<file path="config.mk">
export PLATFORM = sky130hd
export DESIGN_NAME = sac_top
export DESIGN_NICKNAME = d
export VERILOG_FILES = /design/src/sac_pkg.sv /design/src/sac_top.sv /design/src/sac_format.sv /design/src/sac_clkgen.sv
export SDC_FILE = /design/constraint.sdc
export NUM_CORES = 1
export LEC_CHECK = 0
export ABC_AREA = 1
export BUFFER_PORTS_ARGS = -buffer_cell sky130_fd_sc_hd__buf_2
export CORE_ASPECT_RATIO = 1.5
export CORE_MARGIN = 3
export CORE_UTILIZATION = 45
export DETAILED_ROUTE_END_ITERATION = 8
export PLACE_DENSITY = 0.71
export SETUP_SLACK_MARGIN = 0.02
export SLEW_MARGIN = 20
export SYNTH_ARGS = -nofsm -noshare
export SYNTH_HDL_FRONTEND = slang
export SYNTH_HIERARCHICAL = 1
export SYNTH_SLANG_ARGS = --single-unit
</file>
<file path="constraint.sdc">
create_clock -name aclk -period 4 [get_ports aclk]
set_input_delay 1.2 -clock aclk [delete_from_list [all_inputs] [get_ports aclk]]
set_output_delay 1.2 -clock aclk [all_outputs]
set_load 0.03 [all_outputs]
</file>
<file path="src/sac_pkg.sv">
// sac_pkg.sv: constants, types and helpers for the converter start, accumulate and format control
package sac_pkg;
  //--------------------------------------------------
  // register map and fields
  //--------------------------------------------------
  localparam logic [3:0] OFF_CTRL = 4'h0;
  localparam logic [3:0] OFF_CFG = 4'h4;
  localparam logic [3:0] OFF_RES_LO = 4'h8;
  localparam logic [3:0] OFF_RES_HI = 4'hc;
  localparam int F_MODE = 0;
  localparam int F_BURST = 3;
  localparam int F_LPT = 4;
  localparam int F_SYNC = 5;
  localparam int F_INV = 6;
  localparam int F_BUSY = 8;
  localparam int F_DONE = 9;
  localparam int F_DIV = 0;
  localparam int F_JST = 8;
  localparam int F_RPT = 16;
  localparam logic [2:0] RST_MODE = 3'h0;
  localparam logic [4:0] RST_DIV = 5'h1f;
  localparam logic [2:0] RST_JST = 3'h0;
  localparam logic [2:0] RST_RPT = 3'h0;
  localparam logic [1:0] RESP_OKAY = 2'h0;
  localparam logic [1:0] RESP_SLVERR = 2'h2;
  //--------------------------------------------------
  // modes and timing
  //--------------------------------------------------
  localparam logic [2:0] MODE_SW = 3'h0;
  localparam logic [2:0] MODE_T0 = 3'h1;
  localparam logic [2:0] MODE_T2 = 3'h2;
  localparam logic [2:0] MODE_T3 = 3'h3;
  localparam logic [2:0] MODE_EXT = 3'h4;
  localparam logic [2:0] JST_RIGHT = 3'h0;
  localparam logic [2:0] JST_SHR1 = 3'h1;
  localparam logic [2:0] JST_SHR2 = 3'h2;
  localparam logic [2:0] JST_SHR3 = 3'h3;
  localparam logic [2:0] JST_LEFT = 3'h4;
  localparam logic [2:0] RPT_ONE = 3'h0;
  localparam int TRACK_CLKS = 3;
  localparam int CONV_CLKS = 11;
  localparam logic [3:0] TRACK_END = 4'(TRACK_CLKS - 1);
  localparam logic [3:0] CONV_END = 4'(CONV_CLKS - 1);
  localparam int CLK_NS = 50;
  localparam int SYNC_MAX_NS = 625;
  localparam int SYNC_MAX_CYC = SYNC_MAX_NS / CLK_NS;
  typedef enum logic [3:0] {
    ST_IDLE = 4'b0001,
    ST_WSYNC = 4'b0010,
    ST_TRACK = 4'b0100,
    ST_CONV = 4'b1000
  } sac_state_t;
  // samples per series for the repeat field
  function automatic logic [6:0] repeat_len(input logic [2:0] sel);
    case (sel)
      3'h1: repeat_len = 7'h04;
      3'h2: repeat_len = 7'h08;
      3'h3: repeat_len = 7'h10;
      3'h4: repeat_len = 7'h20;
      3'h5: repeat_len = 7'h40;
      default: repeat_len = 7'h01;
    endcase
  endfunction : repeat_len
endpackage : sac_pkg

</file>
<file path="src/sac_top.sv">
// sac_top.sv: converter start, accumulate and format control with register slave
//
// Added by the designer: register access over AXI4-Lite and the placing of the registers.
`timescale 1ns/1ps
module sac_top
  import sac_pkg::*;
#(
  parameter int ADDR_W = 5
)
(
  input wire logic aclk, // system clock, 20 MHz
  input wire logic aresetn, // sync reset, low
  input wire logic ce, // clock enable
  input wire logic [ADDR_W-1:0] awaddr, // write address
  input wire logic awvalid, // write address valid
  output logic awready, // write address ready
  input wire logic [31:0] wdata, // write data
  input wire logic [3:0] wstrb, // byte strobes
  input wire logic wvalid, // write data valid
  output logic wready, // write data ready
  output logic [1:0] bresp, // write response
  output logic bvalid, // write response valid
  input wire logic bready, // write response ready
  input wire logic [ADDR_W-1:0] araddr, // read address
  input wire logic arvalid, // read address valid
  output logic arready, // read address ready
  output logic [31:0] rdata, // read data
  output logic [1:0] rresp, // read response
  output logic rvalid, // read data valid
  input wire logic rready, // read data ready
  input wire logic timer0_ovf, // timer 0 overflow pulse
  input wire logic timer2_lo_ovf, // timer 2 low byte overflow
  input wire logic timer2_hi_ovf, // timer 2 high byte overflow
  input wire logic timer2_16bit, // timer 2 in 16-bit mode
  input wire logic timer3_lo_ovf, // timer 3 low byte overflow
  input wire logic timer3_hi_ovf, // timer 3 high byte overflow
  input wire logic timer3_16bit, // timer 3 in 16-bit mode
  input wire logic ext_start_input, // external start pin
  input wire logic lfo_clk_in, // low-power oscillator pin
  input wire logic dcdc_clk_in, // supply converter clock pin
  input wire logic [9:0] sar_code, // code from the sar core
  output logic sar_track, // sampling switch closed
  output logic sar_convert, // sar core converting
  output logic conv_busy, // conversion in progress
  output logic conv_done // conversion done flag
);
  //--------------------------------------------------
  // state
  //--------------------------------------------------
  sac_state_t state, next_state;
  logic [2:0] start_mode_sel;
  logic burst_enable, low_power_track_bit, sync_enable, sync_clock_invert;
  logic [4:0] conv_clock_div_field;
  logic [2:0] justify_shift_sel, repeat_count_sel;
  logic conv_done_flag;
  logic [7:0] result_high_byte, result_low_byte;
  logic [15:0] acc, acc_next, res_fmt, left_exp;
  logic [6:0] n_cnt;
  logic [3:0] cnt;
  logic ext_s1, ext_s2, ext_s3, ext_rise;
  logic wr_go, rd_go, wr_hit, rd_hit, sw_start, done_clr;
  logic trig, run, conv_tick, sync_pulse, conv_end, last, chain, series_end;
  logic conv_busy_bit;
  logic [31:0] rd_mux;
  sac_state_t first_st;
  function automatic logic reg_hit(input logic [ADDR_W-1:0] a);
    reg_hit = (a >> 4) == '0;
  endfunction : reg_hit
  //--------------------------------------------------
  // register slave handshake
  //--------------------------------------------------
  assign wr_go = ce & awvalid & wvalid & ~bvalid;
  assign awready = wr_go;
  assign wready = wr_go;
  assign rd_go = ce & arvalid & ~rvalid;
  assign arready = rd_go;
  assign wr_hit = wr_go & reg_hit(awaddr);
  assign rd_hit = reg_hit(araddr);
  assign sw_start = wr_hit & (awaddr[3:0] == OFF_CTRL) & wstrb[1] & wdata[F_BUSY]
                    & (start_mode_sel == MODE_SW);
  assign done_clr = wr_hit & (awaddr[3:0] == OFF_CTRL) & wstrb[1] & ~wdata[F_DONE];
  always_ff @(posedge aclk)
  begin
    if (!aresetn)
    begin
      bvalid <= 1'b0;
      bresp <= RESP_OKAY;
    end
    else if (ce)
    begin
      if (wr_go)
      begin
        bvalid <= 1'b1;
        bresp <= reg_hit(awaddr) ? RESP_OKAY : RESP_SLVERR;
      end
      else if (bready)
        bvalid <= 1'b0;
    end
  end
  always_comb
  begin
    rd_mux = 32'h0;
    case (araddr[3:0])
      OFF_CTRL:
      begin
        rd_mux[F_MODE +: 3] = start_mode_sel;
        rd_mux[F_BURST] = burst_enable;
        rd_mux[F_LPT] = low_power_track_bit;
        rd_mux[F_SYNC] = sync_enable;
        rd_mux[F_INV] = sync_clock_invert;
        rd_mux[F_BUSY] = conv_busy_bit;
        rd_mux[F_DONE] = conv_done_flag;
      end
      OFF_CFG:
      begin
        rd_mux[F_DIV +: 5] = conv_clock_div_field;
        rd_mux[F_JST +: 3] = justify_shift_sel;
        rd_mux[F_RPT +: 3] = repeat_count_sel;
      end
      OFF_RES_LO: rd_mux[7:0] = result_low_byte;
      OFF_RES_HI: rd_mux[7:0] = result_high_byte;
      default: rd_mux = 32'h0;
    endcase
  end
  always_ff @(posedge aclk)
  begin
    if (!aresetn)
    begin
      rvalid <= 1'b0;
      rresp <= RESP_OKAY;
      rdata <= 32'h0;
    end
    else if (ce)
    begin
      if (rd_go)
      begin
        rvalid <= 1'b1;
        rresp <= rd_hit ? RESP_OKAY : RESP_SLVERR;
        rdata <= rd_hit ? rd_mux : 32'h0;
      end
      else if (rready)
        rvalid <= 1'b0;
    end
  end
  //--------------------------------------------------
  // control and configuration registers
  //--------------------------------------------------
  always_ff @(posedge aclk)
  begin
    if (!aresetn)
    begin
      start_mode_sel <= RST_MODE;
      {burst_enable, low_power_track_bit, sync_enable, sync_clock_invert} <= 4'h0;
      conv_clock_div_field <= RST_DIV;
      justify_shift_sel <= RST_JST;
      repeat_count_sel <= RST_RPT;
    end
    else if (ce && wr_hit)
    begin
      if (awaddr[3:0] == OFF_CTRL && wstrb[0])
      begin
        start_mode_sel <= wdata[F_MODE +: 3];
        burst_enable <= wdata[F_BURST];
        low_power_track_bit <= wdata[F_LPT];
        sync_enable <= wdata[F_SYNC];
        sync_clock_invert <= wdata[F_INV];
      end
      if (awaddr[3:0] == OFF_CFG)
      begin
        if (wstrb[0])
          conv_clock_div_field <= wdata[F_DIV +: 5];
        if (wstrb[1])
          justify_shift_sel <= wdata[F_JST +: 3];
        if (wstrb[2])
          repeat_count_sel <= wdata[F_RPT +: 3];
      end
    end
  end
  // done flag: set by series end wins over a software clear
  always_ff @(posedge aclk)
  begin
    if (!aresetn)
      conv_done_flag <= 1'b0;
    else if (ce)
    begin
      if (series_end)
        conv_done_flag <= 1'b1;
      else if (done_clr)
        conv_done_flag <= 1'b0;
    end
  end
  //--------------------------------------------------
  // trigger selection
  //--------------------------------------------------
  always_ff @(posedge aclk)
  begin
    if (!aresetn)
      {ext_s1, ext_s2, ext_s3} <= 3'h0;
    else if (ce)
      {ext_s1, ext_s2, ext_s3} <= {ext_start_input, ext_s1, ext_s2};
  end
  assign ext_rise = ext_s2 & ~ext_s3;
  always_comb
  begin
    case (start_mode_sel)
      MODE_SW: trig = sw_start;
      MODE_T0: trig = timer0_ovf;
      MODE_T2: trig = timer2_16bit ? timer2_hi_ovf : timer2_lo_ovf;
      MODE_T3: trig = timer3_16bit ? timer3_hi_ovf : timer3_lo_ovf;
      MODE_EXT: trig = ext_rise;
      default: trig = 1'b0;
    endcase
  end
  //--------------------------------------------------
  // conversion sequencer
  //--------------------------------------------------
  sac_clkgen #(.DIV_W(5)) u_clkgen (
    .aclk(aclk),
    .aresetn(aresetn),
    .ce(ce),
    .lfo_clk_in(lfo_clk_in),
    .dcdc_clk_in(dcdc_clk_in),
    .burst_enable(burst_enable),
    .sync_enable(sync_enable),
    .sync_clock_invert(sync_clock_invert),
    .div_field(conv_clock_div_field),
    .run(run),
    .conv_tick(conv_tick),
    .sync_pulse(sync_pulse)
  );
  assign run = (state == ST_TRACK) | (state == ST_CONV);
  assign first_st = low_power_track_bit ? ST_TRACK : ST_CONV;
  assign conv_end = (state == ST_CONV) & conv_tick & (cnt == CONV_END);
  assign last = (n_cnt + 7'h01) == repeat_len(repeat_count_sel);
  assign series_end = conv_end & last;
  assign chain = burst_enable & (start_mode_sel != MODE_EXT) & ~last;
  always_comb
  begin
    next_state = state;
    case (state)
      ST_IDLE:
        if (trig)
          next_state = sync_enable ? ST_WSYNC : first_st;
      ST_WSYNC:
        if (sync_pulse)
          next_state = first_st;
      ST_TRACK:
        if (conv_tick && cnt == TRACK_END)
          next_state = ST_CONV;
      ST_CONV:
        if (conv_end)
          next_state = chain ? first_st : ST_IDLE;
      default: next_state = ST_IDLE;
    endcase
  end
  always_ff @(posedge aclk)
  begin
    if (!aresetn)
      state <= ST_IDLE;
    else if (ce)
      state <= next_state;
  end
  always_ff @(posedge aclk)
  begin
    if (!aresetn)
      cnt <= 4'h0;
    else if (ce)
    begin
      if (state != next_state || conv_end)
        cnt <= 4'h0;
      else if (conv_tick)
        cnt <= cnt + 4'h1;
    end
  end
  assign conv_busy_bit = state != ST_IDLE;
  assign conv_busy = conv_busy_bit;
  assign conv_done = conv_done_flag;
  assign sar_convert = state == ST_CONV;
  assign sar_track = (state == ST_TRACK) | (~low_power_track_bit & (state != ST_CONV));
  //--------------------------------------------------
  // accumulate and format
  //--------------------------------------------------
  assign acc_next = ((n_cnt == 7'h00) ? 16'h0000 : acc) + {6'h00, sar_code};
  always_ff @(posedge aclk)
  begin
    if (!aresetn)
    begin
      acc <= 16'h0000;
      n_cnt <= 7'h00;
    end
    else if (ce && conv_end)
    begin
      acc <= acc_next;
      n_cnt <= last ? 7'h00 : n_cnt + 7'h01;
    end
  end
  sac_format u_format (
    .acc(acc_next),
    .jst(justify_shift_sel),
    .res(res_fmt)
  );
  always_ff @(posedge aclk)
  begin
    if (!aresetn)
      {result_high_byte, result_low_byte} <= 16'h0000;
    else if (ce && series_end)
      {result_high_byte, result_low_byte} <= res_fmt;
  end
  //--------------------------------------------------
  // checks
  //--------------------------------------------------
  assign left_exp = {acc_next[9:0], 6'h00};
endmodule : sac_top

</file>
<file path="src/sac_format.sv">
// sac_format.sv: justify and shift of the accumulated result
`timescale 1ns/1ps
module sac_format
  import sac_pkg::*;
(
  input wire logic [15:0] acc, // accumulated sum
  input wire logic [2:0] jst, // justify/shift select
  output logic [15:0] res // formatted result
);
  always_comb
  begin
    case (jst)
      JST_SHR1: res = {1'b0, acc[15:1]};
      JST_SHR2: res = {2'h0, acc[15:2]};
      JST_SHR3: res = {3'h0, acc[15:3]};
      JST_LEFT: res = {acc[9:0], 6'h00};
      default: res = acc;
    endcase
  end
endmodule : sac_format

</file>
<file path="src/sac_clkgen.sv">
// sac_clkgen.sv: conversion clock tick and converter sync pulse
`timescale 1ns/1ps
module sac_clkgen
  import sac_pkg::*;
#(
  parameter int DIV_W = 5
)
(
  input wire logic aclk, // system clock
  input wire logic aresetn, // sync reset, low
  input wire logic ce, // clock enable
  input wire logic lfo_clk_in, // low-power oscillator pin
  input wire logic dcdc_clk_in, // supply converter clock pin
  input wire logic burst_enable, // burst mode
  input wire logic sync_enable, // converter sync
  input wire logic sync_clock_invert, // invert converter clock
  input wire logic [DIV_W-1:0] div_field, // divide by field+1
  input wire logic run, // conversion in progress
  output logic conv_tick, // one conversion clock
  output logic sync_pulse // converter sync event
);
  logic lfo_s1, lfo_s2, lfo_s3;
  logic dc_s1, dc_s2, dc_s3;
  logic [DIV_W-1:0] cnt;
  logic src_tick;
  always_ff @(posedge aclk)
  begin
    if (!aresetn)
    begin
      {lfo_s1, lfo_s2, lfo_s3} <= 3'h0;
      {dc_s1, dc_s2, dc_s3} <= 3'h0;
    end
    else if (ce)
    begin
      {lfo_s1, lfo_s2, lfo_s3} <= {lfo_clk_in, lfo_s1, lfo_s2};
      {dc_s1, dc_s2, dc_s3} <= {dcdc_clk_in, dc_s1, dc_s2};
    end
  end
  assign sync_pulse = ce & (sync_clock_invert ? (dc_s3 & ~dc_s2) : (dc_s2 & ~dc_s3));
  always_comb
  begin
    if (sync_enable)
      src_tick = sync_pulse;
    else if (burst_enable)
      src_tick = ce & lfo_s2 & ~lfo_s3;
    else
      src_tick = ce;
  end
  assign conv_tick = run & src_tick & (cnt == div_field);
  always_ff @(posedge aclk)
  begin
    if (!aresetn)
      cnt <= '0;
    else if (ce)
    begin
      if (!run)
        cnt <= '0;
      else if (src_tick)
        cnt <= (cnt == div_field) ? '0 : cnt + 1'b1;
    end
  end
endmodule : sac_clkgen

</file>
==> results of run 1 <==
## timing repair
item | in CTS | in global routing
endpoints found under the setup margin | 0 | 5
gates resized for setup | 0 | 1
hold buffers | 0 | 0
## cells in the final DEF (no fill, tap or decap), types with 20 or more instances in the layout
cell type,n
buf_2,78
nor2_1,113
nand4_1,43
conb_1,20
nand3_1,88
a21oi_1,69
o21ai_0,66
inv_1,130
dfxtp_1,97
nand2_1,225
## cells by family after synthesis
logic type / count (synthesis) / share of synthesized area
adders and majority gates: 16 / 0.0323
xor gates and xnor gates: 14 / 0.0191
and+or+nand+nor: 513 / 0.365
buffers and inverters: 198 / 0.134
other: 1 / 0.000584
AOI/OAI and AO/OA: 167 / 0.144
DFF: 98 / 0.305
## cell usage after synthesis (2+ instances only)
cell type,instances
a31oi_1,2
a211oi_1,5
nand3_2,5
xor2_1,11
o21bai_1,7
nand3_4,2
o22ai_1,2
clkbuf_1,14
nand3_1,88
nor2_4,3
nand2_1,225
buf_2,15
ha_1,15
nand4_2,2
nor2_2,4
o21ai_1,5
clkinv_1,2
o21ai_0,66
o21ai_4,2
a21oi_1,69
nand3b_1,3
dfxtp_1,98
nand4_1,43
inv_2,11
nor2_1,113
nor3_1,9
o211ai_1,3
inv_1,130
nor3_4,2
buf_4,24
nand2_2,8
xnor2_1,3
nor3_2,2
## flip-flops by register name (all words and copies together) (netlist names), 4 cells and up
| name | cells |
|---|---|
| acc | 16 |
| rdata | 14 |
| result_high_byte | 8 |
| result_low_byte | 8 |
| n_cnt | 7 |
| conv_clock_div_field | 5 |
| u_clkgen/cnt | 5 |
| cnt | 4 |
| state | 4 |
## power by group
group,switching [uW],internal [uW],leakage (uW),total (uW)
combinational,168,77.6,0.00249,245
sequential,15.7,992,0.000794,1010
clock,393,566,0.000163,960
## through the flow
| stage | cell area [sq um] | hold WS [ps] | utilization | total power, uW |
|---|---|---|---|---|
| finish | 7230 | 449 | 0.527 | 2210 |
| floorplan | 6490 | 424 | - | 1210 |
| CTS | 7230 | 452 | 0.527 | 2230 |
| detailed placement | 6900 | 441 | 0.503 | 1270 |
| global route | 7230 | 475 | 0.527 | 2300 |
| global placement | 6900 | 435 | 0.503 | 1270 |
## metal layers
layer / vias up / track usage / routed length [um]
li1: 3367 / - / -
met1: 2894 / 0.244 / 6970
met2: 174 / 0.382 / 8530
met3: 49 / 0.0382 / 798
met4: 0 / 0.105 / 624
met5: - / 0 / 0
## worst max-delay path: cells and delay by family (launching register included)
kind                     cells  cell delay (ps)
AND/OR/NAND/NOR             15             1440
AO/OA/AOI/OAI                5              610
buffers and inverters        3              210
adder cells (fa/ha/maj)      3              760
flip-flops                   1              400
## area by class of cell
cell class,count,area [sq um],share of cell area
multi-input combinational,730,3670,0.508
clock inverter,6,87.6,0.0121
timing repair buffer,92,495,0.0685
clock buffer,10,239,0.0331
sequential,98,1960,0.272
inverter,143,537,0.0742
tap,189,236,0.0327
## how the worst max path moves through the flow
stage	from	endpoint	slack (ps)	cells after the start
5_1_grt	n_cnt[1]	result_high_byte[4]	50	26
4_1_cts	n_cnt[0]	result_high_byte[4]	370	26
3_3_place_gp	sar_code[0]	result_high_byte[3]	160	22
2_1_floorplan	n_cnt[0]	result_low_byte[7]	540	26
6_report	n_cnt[1]	result_high_byte[4]	460	26
3_5_place_dp	sar_code[0]	result_high_byte[4]	150	22
==> impl_metrics.ini, run 1 <==
[hold_path]
hold_start = result_high_byte[5]
hold_end = result_high_byte[5]
hold_path_depth = 2
hp-class = reg -> reg

[clock_network]
cts_buffer_depth = 2
postCtsSetupRepairBufs = 0
cts-root-buf = clkbuf_16
path_clk_slew_ps = 70
htree_levels = 3
numCtsBuffers = 9
cts_tree = yes
clkLatencyLatePin_ps = 360
cts_sinks = 98

[global_route]
grt_pass1_vias = 6023
grt_max_degree = 72
track_usage = 0.214
grt_pass1_wl_mm = 28.3
antenna_found_initial = 0
overflow = 0

[sta]
finClkSkew_ps = 12.3
min_period_ps = 3540
hold_viol_final = 0
fmax_mhz = 282
final-max-slew-violation-count = 0
rsz0062_at_grt = false
setup_violations = 0
period_share = 0.885
slew_headroom = 0.439
tightest_slew_ps = 841
finalSetupTns_ps = 0
setup_slack_ps = 458

[detailed_routing]
drt_iter0_markers = 315
ant_nets = 0
drc_errors = 0
wire_per_inst_um = 13.3
via_per_inst = 5.11
wl_mm = 16.9
vias = 6484
dr.pass1.iters = 5

[yosys]
synth-seq-cells = 98
synth_top_area_frac = 0.305
synth_cells = 1007
synthTopCellsByArea = dfxtp_1, nand2_1, inv_1
synth_cell_types = 47
synth_warnings = 6
yosys.area.top_type = dfxtp_1
synth-edff-count = 0
synth_ff_type = dfxtp_1
syn_area_per_cell_sq_um = 6.38
async_flop_share = 0
ys_seq_area_frac = 0.305
syn_area_sq_mm = 0.00642

[worst_setup_path]
crit-reg2reg-capture = result_high_byte[4]
crit_path_frequent_cell = nand2_1
worstSetupPathType = reg -> reg
max_stage_delay_ps = 400
worst_ep_arrival_time_ps = 3790
rrSetupSlack_ps = 460
crit_required_ps = 4240
startpoint_type = register
worstPathMaxFanout = 6
r2r_cells = 26
r2r-start = n_cnt[1]
setup.worst_path.end_class = register
slowest_stage = dfxtp_1

[floorplanning]
initial_core_util = 0.468
num_io_pins = 119
rows = 52
die_y_um = 152
die_x_um = 104
die_area_sq_mm = 0.0158
core_sq_mm = 0.0137

[final_layout]
fill_cells = 1419
diodes = 0
num-nets-final = 1164
fin_cells = 1268
drive_gt1_frac = 0.142
area_growth_pct = 12.6

[pwr]
peakVddDrop_mv = 0.177
p_per_area_mw_per_mm2 = 306
p_leak_uw = 0.00345

[flow_run]
drv_cap = 0

[placed_design]
pre_cts_ws_ps = 151
dp_hpwl_mm = 12.7
portBuffers = 78
placed_cells_incl_taps = 1252
gp_congestion = 0.927

[outcome]
outcome = complete, no violations
No activity file was read; power rests on OpenSTA's default activity.
==> run 2: changes to the inputs <==
CORE_UTILIZATION = 57   (was 45)
MAX_ROUTING_LAYER = met4   (was not set)
PLACE_DENSITY = 0.86   (was 0.71)
==> impl_metrics.ini, run 2 (synthesized netlist as in run 1, its figures left out) <==
[global_route]
grt_max_degree = 45
grt_pass1_wl_mm = 27.9
track_usage = 0.278
antenna_found_initial = 0
grt_pass1_vias = 6086
overflow = 0

[clock_network]
numCtsBuffers = 9
cts_tree = yes
cts_sinks = 98
clkLatencyLatePin_ps = 350
cts-root-buf = clkbuf_16
cts_buffer_depth = 2
hold_buffers = 0
htree_levels = 3
path_clk_slew_ps = 70

[placed_design]
dpl_cell_area_sq_mm = 0.00683
placed_cells_incl_taps = 1205
dp_hpwl_mm = 12.4
portBuffers = 78
gp_congestion = 0.970

[worst_setup_path]
crit_required_ps = 4230
startpoint_type = register
r2r-start = n_cnt[0]
r2r_cells = 25
crit-reg2reg-capture = result_low_byte[7]
worst_ep_arrival_time_ps = 3790
worstPathMaxFanout = 8
worstSetupPathType = reg -> reg
setup.worst_path.end_class = register
rrSetupSlack_ps = 430

[sta]
fmax_mhz = 280
period_share = 0.891
fin_hold_ws_ps = 448
setup_violations = 0
hold_viol_final = 0
tightest_slew_ps = 814
rsz0062_at_grt = false
finalSetupTns_ps = 0
min_period_ps = 3570
final-max-slew-violation-count = 0
slew_headroom = 0.453
finClkSkew_ps = 6.14

[hold_path]
hold_start = result_high_byte[6]
hold_path_depth = 2
hold_end = result_high_byte[6]
hp-class = reg -> reg

[floorplanning]
die_x_um = 92.7
die_area_sq_mm = 0.0126
rows = 46
core_sq_mm = 0.0108
die_y_um = 136
num_io_pins = 119
initial_core_util = 0.597

[detailed_routing]
drc_errors = 0
wl_mm = 16.7
vias = 6659
wire_per_inst_um = 13.7
ant_nets = 0
drt_iter0_markers = 433
dr.pass1.iters = 6
via_per_inst = 5.45

[final_layout]
drive_gt1_frac = 0.140
diodes = 0
area_growth_pct = 11.0
fill_cells = 1014
layout_commonest_cell = nand2_1
multiInputGateArea_sq_mm = 0.00368
largestRegisters = acc: 16 flops, rdata: 14 flops
top_register = acc
fin_area_sq_mm = 0.00713
final_cell_mix = nand2_1, inv_1, nor2_1
num-nets-final = 1162
fin_cells = 1221
largest_register_ffs = 16
regArea_sq_mm = 0.00196

[pwr]
p_clk_frac = 0.412
p_leak_uw = 0.00343
power_frac_comb = 0.116
p_int_uw = 1560
seqPwrFrac = 0.472
swShare = 0.270
p_per_area_mw_per_mm2 = 300
peakVddDrop_mv = 0.256
total_power_uw = 2140
p_switching_uw = 577

[outcome]
outcome = complete, no violations

[flow_run]
drv_cap = 0
## run 2: worst max path at each step
stage | startpoint | to | slack (ps)
after CTS | n_cnt[0] | result_low_byte[7] | 310
after floorplan | n_cnt[0] | result_low_byte[7] | 540
after global routing | n_cnt[5] | result_low_byte[7] | 50
final | n_cnt[0] | result_low_byte[7] | 430
after global placement | sar_code[0] | result_low_byte[7] | 200
after detailed placement | sar_code[0] | result_high_byte[3] | 170
## run 2: routing by layer
metal  up-vias  part of all wire  track usage
li1       3369                 -            -
met1      2973              0.39        0.305
met2       258              0.52        0.512
met3        59             0.057       0.0399
met4         0             0.032       0.0937
met5         -                 0            -
## run 2: final cells by class
type	count	share of cell area
clock buffers	11	0.0326
repair buffers	90	0.0674
flip-flops and latches	98	0.275
multi-input cells	730	0.516
inverters	143	0.0753
clock inverters	5	0.00860
well taps	144	0.0253
## run 2: repair_timing
item | in CTS | in global routing
setup buffers | 0 | 0
setup endpoints to repair | 0 | 4
hold endpoints to repair | 0 | 0
gates resized for setup | 0 | 3
## run 2: through the flow
| step | util | setup slack [ps] |
|---|---|---|
| 2_1_floorplan | - | 543 |
| 3_3_place_gp | 0.635 | 202 |
| 3_5_place_dp | 0.635 | 170 |
| 4_1_cts | 0.662 | 312 |
| 5_1_grt | 0.663 | 52.2 |
| 6_report | 0.663 | 435 |
## run 2: critical path, stage by stage, from the launching register on
cell and delay [ps]:
dfxtp_2 390, inv_2 70, ha_1 200, nand4_2 200
nand2_1 80, inv_1 60, ha_1 150, inv_1 60
fa_1 410, o21ai_2 190, nand3_1 90, nand2_1 110
nand2_1 60, nand2_1 70, a21oi_1 80, nor2_1 100
o21ai_1 80, nand2_2 110, xor2_1 200, inv_1 110
nand4_1 100, nand2_1 60, nor2_1 110, nand2_1 70
o21ai_0 220, a21oi_1 70
## run 2: power by group through the flow
stage	Sequential, uW	Clock, uW	Combinational, uW
floorplan	1030	0	180
global placement	1030	0	238
detailed placement	1030	0	242
CTS	1010	889	244
global route	1010	918	275
finish	1010	882	247
